--- src/design/fpcs_pkg.sv ---
/*
  constants for the fractional clock synthesiser: divider ranges, phase
  field widths, lock qualification counts.
  assumes a single 25 MHz system clock drives the digital model.
*/
package fpcs_pkg;
  localparam int FRAC_W        = 16;
  localparam int FBDIV_W       = 8;
  localparam int ODIV_W        = 7;
  localparam int ODIV_MIN      = 1;
  localparam int ODIV_MAX      = 128;
  localparam int PHASE_W       = 8;
  localparam int NUM_OUT       = 4;
  localparam int LOCK_WIN_CYC  = 16;
  localparam int LOCK_TOL      = 2;
  localparam int LOCK_GOOD_CNT = 4;
  typedef enum logic [1:0] {FPCS_SRC_PIN, FPCS_SRC_ROUTE} fpcs_src_t;
endpackage

--- src/design/fpcs_clock_synth.sv ---
/*
  digital model of a fractional-N clock synthesiser: selects reference and
  feedback sources, generates a synthesised tick stream with a fractional
  accumulator, four output dividers with cascade, phase offsets and lock.
  assumes the reference and feedback pins are slow against core_clk_in and
  are sampled as levels; configuration inputs come from the same clock domain.
*/
// What this block does
// - reference from pin or internal routing
// - feedback from routing or pin
// - feedback divider multiplies reference frequency
// - sixteen-bit fractional multiplication setting supported
// - each output divider independently one to 128
// - output dividers may be chained in cascade
// - each output to clock network or routing
// - lock raised when locked, dropped on loss
// - secondaries phase shifted against primary output
`timescale 1ns/100ps
`default_nettype none
module fpcs_clock_synth #(
  parameter int FBDIV_W = fpcs_pkg::FBDIV_W,
  parameter int FRAC_W  = fpcs_pkg::FRAC_W
) (
  // clock, reset, enable
  input  wire logic                             core_clk_in,
  input  wire logic                             sys_rst_in,
  input  wire logic                             clk_en_in,
  // reference and feedback sources
  input  wire logic                             ref_clk_in,
  input  wire logic                             ref_route_in,
  input  wire logic                             ref_sel_route_in,
  input  wire logic                             feedback_clk_in,
  input  wire logic                             feedback_route_in,
  input  wire logic                             fb_sel_pin_in,
  // synthesis setting
  input  wire logic [FBDIV_W-1:0]               fb_mult_in,
  input  wire logic [FRAC_W-1:0]                fb_frac_in,
  // output dividers, value 0 means 128
  input  wire logic [4*fpcs_pkg::ODIV_W-1:0]    out_div_in,
  input  wire logic [3:0]                       cascade_in,
  input  wire logic [3*fpcs_pkg::PHASE_W-1:0]   phase_in,
  input  wire logic [3:0]                       net_sel_in,
  // outputs
  output logic                                  primary_clk_out,
  output logic                                  secondary_clk_out_a,
  output logic                                  secondary_clk_out_b,
  output logic                                  secondary_clk_out_c,
  output logic [3:0]                            net_clk_out,
  output logic [3:0]                            route_clk_out,
  output logic                                  synth_clk_out,
  output logic                                  lock_out
);
  localparam int OW = fpcs_pkg::ODIV_W;
  localparam int PW = fpcs_pkg::PHASE_W;

  // ==========================================================
  // input synchronisers
  logic [3:0] sync1_r, sync1_nxt, sync2_r, sync2_nxt, ref_prev_r, ref_prev_nxt;
  logic       ref_lvl, fb_lvl, ref_edge, fb_edge;
  always_comb begin
    sync1_nxt = {feedback_route_in, feedback_clk_in, ref_route_in, ref_clk_in};
    sync2_nxt = sync1_r;
    ref_lvl   = ref_sel_route_in ? sync2_r[1] : sync2_r[0];
    fb_lvl    = fb_sel_pin_in ? sync2_r[2] : sync2_r[3];
    ref_prev_nxt = {2'b00, fb_lvl, ref_lvl};
    ref_edge  = ref_lvl & ~ref_prev_r[0];
    fb_edge   = fb_lvl & ~ref_prev_r[1];
  end
  always_ff @(posedge core_clk_in) begin
    if (sys_rst_in) begin
      sync1_r    <= 4'h0;
      sync2_r    <= 4'h0;
      ref_prev_r <= 4'h0;
    end else if (clk_en_in) begin
      sync1_r    <= sync1_nxt;
      sync2_r    <= sync2_nxt;
      ref_prev_r <= ref_prev_nxt;
    end
  end

  // ==========================================================
  // synthesiser: per reference period, emit mult.frac ticks spread evenly
  // ticks are core-clock pulses; a real loop would slew, this model jumps
  localparam int AW = 16 + FRAC_W;
  logic [15:0]       per_cnt_r, per_cnt_nxt, per_len_r, per_len_nxt;
  logic [AW-1:0]     phase_acc_r, phase_acc_nxt, phase_lim;
  logic              tick;
  logic [FBDIV_W+FRAC_W:0] step;
  always_comb begin
    per_cnt_nxt   = per_cnt_r + 16'h0001;
    per_len_nxt   = per_len_r;
    phase_acc_nxt = phase_acc_r;
    tick          = 1'b0;
    step          = {1'b0, fb_mult_in, fb_frac_in};
    phase_lim     = {per_len_r, {FRAC_W{1'b0}}};
    if (ref_edge) begin
      per_len_nxt = per_cnt_r;
      per_cnt_nxt = 16'h0001;
    end
    if (per_len_r != 16'h0000) begin
      // step is mult.frac ticks per period, the limit one whole period
      phase_acc_nxt = phase_acc_r + AW'(step);
      if (phase_acc_nxt >= phase_lim) begin
        phase_acc_nxt = phase_acc_nxt - phase_lim;
        tick = 1'b1;
      end
    end
  end
  always_ff @(posedge core_clk_in) begin
    if (sys_rst_in) begin
      per_cnt_r   <= 16'h0000;
      per_len_r   <= 16'h0000;
      phase_acc_r <= '0;
    end else if (clk_en_in) begin
      per_cnt_r   <= per_cnt_nxt;
      per_len_r   <= per_len_nxt;
      phase_acc_r <= phase_acc_nxt;
    end
  end

  // ==========================================================
  // output dividers with cascade and phase offset
  logic [3:0]    div_tick;
  logic [3:0]    div_q;
  logic [3:0]    src_tick;
  genvar g;
  generate
    for (g = 0; g < fpcs_pkg::NUM_OUT; g++) begin : g_div
      logic [OW:0]   cnt_r, cnt_nxt, limit;
      logic          q_r, q_nxt;
      logic          aligned_r, aligned_nxt;
      logic [PW-1:0] ph;
      always_comb begin
        // cascade takes the previous divider's terminal tick
        src_tick[g] = (g > 0 && cascade_in[g]) ? div_tick[(g+3)%4] : tick;
        limit = (out_div_in[g*OW +: OW] == '0) ? (OW+1)'(fpcs_pkg::ODIV_MAX)
                                                : {1'b0, out_div_in[g*OW +: OW]};
        ph = (g == 0) ? '0 : phase_in[(g-1)*PW +: PW];
        cnt_nxt = cnt_r;
        // divide by one gives a one-cycle pulse per source tick
        q_nxt   = (limit == (OW+1)'(1)) ? 1'b0 : q_r;
        aligned_nxt = aligned_r;
        div_tick[g] = 1'b0;
        if (src_tick[g]) begin
          if (cnt_r + 1'b1 >= limit) begin
            cnt_nxt = '0;
            div_tick[g] = 1'b1;
          end else begin
            cnt_nxt = cnt_r + 1'b1;
          end
          q_nxt = (cnt_nxt < (limit >> 1)) | (limit == (OW+1)'(1));
        end
        // phase preloads once, at the primary's first terminal tick; doing it
        // on every primary tick would stall any slower secondary
        if (g != 0 && div_tick[0] && !aligned_r) begin
          cnt_nxt     = (OW+1)'(ph) % limit;
          aligned_nxt = 1'b1;
        end
      end
      always_ff @(posedge core_clk_in) begin
        if (sys_rst_in) begin
          cnt_r     <= '0;
          q_r       <= 1'b0;
          aligned_r <= 1'b0;
        end else if (clk_en_in) begin
          cnt_r     <= cnt_nxt;
          q_r       <= q_nxt;
          aligned_r <= aligned_nxt;
        end
      end
      assign div_q[g] = q_r;
      assign net_clk_out[g]   = net_sel_in[g] ? 1'b0 : q_r;
      assign route_clk_out[g] = net_sel_in[g] ? q_r : 1'b0;
    end
  endgenerate
  assign primary_clk_out     = div_q[0];
  assign secondary_clk_out_a = div_q[1];
  assign secondary_clk_out_b = div_q[2];
  assign secondary_clk_out_c = div_q[3];
  assign synth_clk_out       = tick;

  // ==========================================================
  // lock: compare feedback edges against expected per reference period
  logic [15:0] fb_cnt_r, fb_cnt_nxt;
  logic [3:0]  good_r, good_nxt;
  logic        lock_r, lock_nxt;
  logic [15:0] diff;
  always_comb begin
    fb_cnt_nxt = fb_cnt_r + (fb_edge ? 16'h0001 : 16'h0000);
    good_nxt   = good_r;
    lock_nxt   = lock_r;
    diff       = 16'h0000;
    if (ref_edge) begin
      diff = (fb_cnt_r > 16'(fb_mult_in)) ? fb_cnt_r - 16'(fb_mult_in)
                                          : 16'(fb_mult_in) - fb_cnt_r;
      fb_cnt_nxt = 16'h0000;
      if (diff <= 16'(fpcs_pkg::LOCK_TOL)) begin
        if (good_r != 4'(fpcs_pkg::LOCK_GOOD_CNT))
          good_nxt = good_r + 4'h1;
        else
          lock_nxt = 1'b1;
      end else begin
        good_nxt = 4'h0;
        lock_nxt = 1'b0;
      end
    end
  end
  always_ff @(posedge core_clk_in) begin
    if (sys_rst_in) begin
      fb_cnt_r <= 16'h0000;
      good_r   <= 4'h0;
      lock_r   <= 1'b0;
    end else if (clk_en_in) begin
      fb_cnt_r <= fb_cnt_nxt;
      good_r   <= good_nxt;
      lock_r   <= lock_nxt;
    end
  end
  assign lock_out = lock_r;
endmodule // fpcs_clock_synth
`default_nettype wire

--- config.mk ---
export PLATFORM = sky130hd
export DESIGN_NAME = fpcs_clock_synth
export DESIGN_NICKNAME = d
export VERILOG_FILES = /design/src/design/fpcs_pkg.sv /design/src/design/fpcs_clock_synth.sv
export SDC_FILE = /design/constraint.sdc
export NUM_CORES = 1
export LEC_CHECK = 0
export ABC_AREA = 1
export BUFFER_PORTS_ARGS = -buffer_cell sky130_fd_sc_hd__buf_4
export CAP_MARGIN = 40
export CORE_AREA = 2 2 168 170
export DETAILED_ROUTE_END_ITERATION = 10
export DIE_AREA = 0 0 170 172
export PLACE_DENSITY = 0.82
export SLEW_MARGIN = 20
export SYNTH_ARGS = -nofsm -noshare
export SYNTH_HDL_FRONTEND = slang
export SYNTH_SLANG_ARGS = --single-unit
--- constraint.sdc ---
create_clock -name core_clk_in -period 15.55 [get_ports core_clk_in]
set_input_delay 3.11 -clock core_clk_in [delete_from_list [all_inputs] [get_ports core_clk_in]]
set_output_delay 3.11 -clock core_clk_in [all_outputs]
set_load 0.03 [all_outputs]
==> flow_metrics.py <==
metrics = {
    "run_status": {
        "outcome": "finished, final reports clean",
    },
    "power": {
        "combPwrFrac_pct": 67.3,
        "pwr-share-seq_pct": 17.5,
        "power_density_mw_per_mm2": 143,
        "power.net_switching_uw": 1380,
        "p_clk_share_pct": 15.3,
        "leakage_uw": 0.0103,
        "vdd_drop_max_uv": 109,
        "internal-power_uw": 1320,
        "p_sw_share_pct": 51.1,
    },
    "yosys": {
        "synth-simple-area-share_pct": 36.5,
        "synth_compound_area_share_pct": 13.5,
        "synth_area_mm2": 0.0173,
        "synth.most_common_cell": "nand2_1",
        "yosys_most_used_dff": "dfxtp_1",
        "synth_xor_area_share_pct": 5.78,
        "syn_nets": 3226,
        "yosysSeqAreaShare_pct": 15.5,
        "synth_cell_types": 50,
        "syn_area_per_cell_um2": 5.97,
        "netlist_top_cells_count": "nand2_1 (816), inv_1 (426), nor2_1 (288)",
        "synth_top_family_by_area": "simple AND/OR/NAND/NOR gates",
        "yosysTopAreaCell": "nand2_1",
        "yosys-mux-area-fraction_pct": 0.0580,
        "async_flop_share_pct": 0,
        "yosysWarnings": 0,
        "synthAdderAreaFrac_pct": 17.6,
        "ys_seq_elements": 134,
        "synth.area.top_cells": "nand2_1 (18%), ha_1 (17%), dfxtp_1 (16%), inv_1 (9.3%), nor2_1 (6.3%)",
        "yosys.area.top_type_share_pct": 17.7,
        "syn_inst": 2894,
        "synth_enable_flop_cells": 0,
    },
    "global_route": {
        "met1_usage_pct": 38.0,
        "track_usage_pct": 31.3,
        "grt-busiest-layer": "met2",
        "overflow": 0,
        "grt_pass1_wl_mm": 76.5,
        "met2_usage_pct": 57.6,
        "gr-usage-met3_pct": 3.00,
        "grt_pass1_vias": 17347,
        "antenna_found_initial": 0,
        "grt_start_max_net_pins": 85,
    },
    "floorplanning": {
        "die_w_um": 170,
        "coreArea_mm2": 0.0275,
        "dieArea_mm2": 0.0292,
        "rows": 61,
        "ios": 107,
        "initial_core_util_pct": 62.8,
        "die-height_um": 172,
    },
    "layout": {
        "n_antenna_cell": 0,
        "drive_gt1_share_pct": 6.62,
        "fin_nets": 3295,
        "area_delta_synth_final_pct": 9.22,
        "layoutNonFillerInstCount": 3322,
    },
    "place": {
        "io_buffers": 105,
        "place_inst": 3288,
        "dpl.hpwl_mm": 36.0,
        "place_congestion": 0.938,
    },
    "worst_setup_path": {
        "required_ns": 15.87,
        "path_max_fanout": 15,
        "crit_path_top_delay_cell": "a21oi_1",
        "crit_type": "in2reg",
        "startpoint": "out_div_in[8]",
        "reg2reg_from": "phase_acc_r[0]",
        "critical_path.max_stage_delay_ns": 0.48,
        "critPathArrivalTime_ns": 14.21,
        "critPathLaunchType": "primary input",
        "cp-end-kind": "register",
        "cpMostUsedCell": "nand2_1",
    },
    "route": {
        "routedWlPerCell_um": 13.8,
        "via_count": 18494,
        "routed_wl_mm": 46.0,
        "viasPerCell": 5.57,
        "drt_pass1_iterations": 6,
        "drtIter0Drc": 1274,
        "drc": 0,
        "detail-route-antenna-nets": 0,
    },
    "sta": {
        "max-slew-margin-rel_pct": 50.8,
        "hold_viol": 0,
        "timing.setup.tns_ns": 0,
        "min_period_over_period_pct": 89.3,
        "worst_pin_slew_ns": 0.730,
        "fin_skew_ns": 0.0126,
        "max_freq_mhz": 72.0,
        "finalSetupViolCount": 0,
        "rsz0062_at_grt": "no",
        "drv_slew": 0,
        "fin_crit_ns": 13.89,
    },
    "worst_hold_path": {
        "min_from": "sync2_r[0]",
        "min_path_type": "reg2reg",
    },
    "cts": {
        "ctsHtreeMaxLevel": 4,
        "clkTransAtPathRegs_ns": 0.06,
        "hold_buffers": 0,
        "clock_path_buffers": 2,
        "post_cts_buffers": 0,
        "numCtsBuffers": 17,
        "cts-resized-gates": 0,
        "cts_sinks": 134,
        "worstSkewPairLatency_ns": 0.44,
        "cts_tree": "built",
        "cts-root-buf": "clkbuf_16",
    },
    "job": {
        "maxCapViolCount": 0,
    },
}
## critical path: cells and delay by family
kind / cells / cell delay, ns
simple gates: 49 / 4.64
compound gates: 12 / 2.67
fa+ha+maj: 7 / 2.25
buf+inv: 13 / 1.53
## metal layers
metal	wire length, um	vias to the layer above
met5	0	-
met4	1130	0
met3	2340	96
met2	22300	529
met1	20200	8376
li1	-	9493
## path summary, 6_finish.rpt
kind         slack, ns  cells past startpoint                end
max               1.66                     81  g_div[1].cnt_r[3]
min               0.45                      2         sync2_r[0]
max reg2reg       9.96                     26  g_div[3].cnt_r[4]
min reg2reg       0.45                      2         sync2_r[0]
## power by group through the flow
| stage | Clock, uW | Sequential, uW | Combinational [uW] |
|---|---|---|---|
| final | 413 | 472 | 1820 |
| after global routing | 430 | 481 | 2060 |
| after CTS | 415 | 471 | 1790 |
| after detailed placement | 0 | 477 | 1780 |
| after global placement | 0 | 474 | 1720 |
| after floorplan | 0 | 471 | 1410 |
## registers in the layout, indices dropped and copies added (netlist names), 2 cells and up
register,flops
fb_cnt_r,16
ref_prev_r,2
per_len_r,16
sync2_r,4
g_div.cnt_r,32
sync1_r,4
good_r,4
per_cnt_r,16
phase_acc_r,32
g_div.aligned_r,3
## cell usage in the layout, fill, tap and decap left out, types with 5 or more instances in the layout
| cell | Yosys | layout |
|---|---|---|
| clkbuf_16 | 0 | 17 |
| buf_4 | 4 | 110 |
| nor2_2 | 5 | 5 |
| a21boi_0 | 5 | 5 |
| xor2_1 | 88 | 88 |
| nand2_1 | 816 | 816 |
| a21o_1 | 5 | 5 |
| o21ai_1 | 6 | 6 |
| inv_6 | 0 | 5 |
| nand4_1 | 37 | 37 |
| nor3_1 | 52 | 52 |
| xnor2_1 | 26 | 26 |
| or2_2 | 28 | 28 |
| dfxtp_1 | 134 | 134 |
| o21ai_0 | 144 | 144 |
| ha_1 | 232 | 232 |
| o21a_1 | 19 | 19 |
| nand2_2 | 8 | 8 |
| a21oi_1 | 195 | 195 |
| o211ai_1 | 22 | 22 |
| nor2_1 | 288 | 288 |
| nand3_1 | 195 | 195 |
| nand3b_1 | 14 | 14 |
| nor4_1 | 10 | 10 |
| inv_1 | 426 | 425 |
| o21bai_1 | 6 | 6 |
| fa_1 | 7 | 7 |
| a211oi_1 | 8 | 8 |
| and2_1 | 26 | 26 |
## cells by family (layout without fill, tap and decap cells)
kind of cell / Yosys count / after routing
and+or+nand+nor: 1490 / 1490
buffers and inverters: 491 / 573
AOI/OAI and AO/OA: 425 / 425
adders and majority gates: 239 / 239
DFF: 134 / 134
xor gates and xnor gates: 114 / 114
muxes: 1 / 1
## per-stage QoR
stage / setup WS (ns) / util [%] / power [uW] / hold slack [ns] / instance area (um2)
2_1_floorplan: 3.08 / - / 1880 / 0.429 / 17300
3_3_place_gp: 1.60 / 66.3 / 2200 / 0.441 / 18200
3_5_place_dp: 1.38 / 66.4 / 2250 / 0.448 / 18200
4_1_cts: 1.77 / 68.5 / 2680 / 0.457 / 18800
5_1_grt: 0.146 / 68.6 / 2970 / 0.492 / 18900
6_report: 1.66 / 68.6 / 2700 / 0.453 / 18900
## cell type report
type,instances,area (um2)
clock buffers,17,425
clock inverters,15,165
fillers,2520,8620
inverters,429,1610
multi-input cells,2269,12700
flip-flops and latches,134,2680
well taps,346,433
repair buffers,112,861
(Power assumes the default switching activity.)
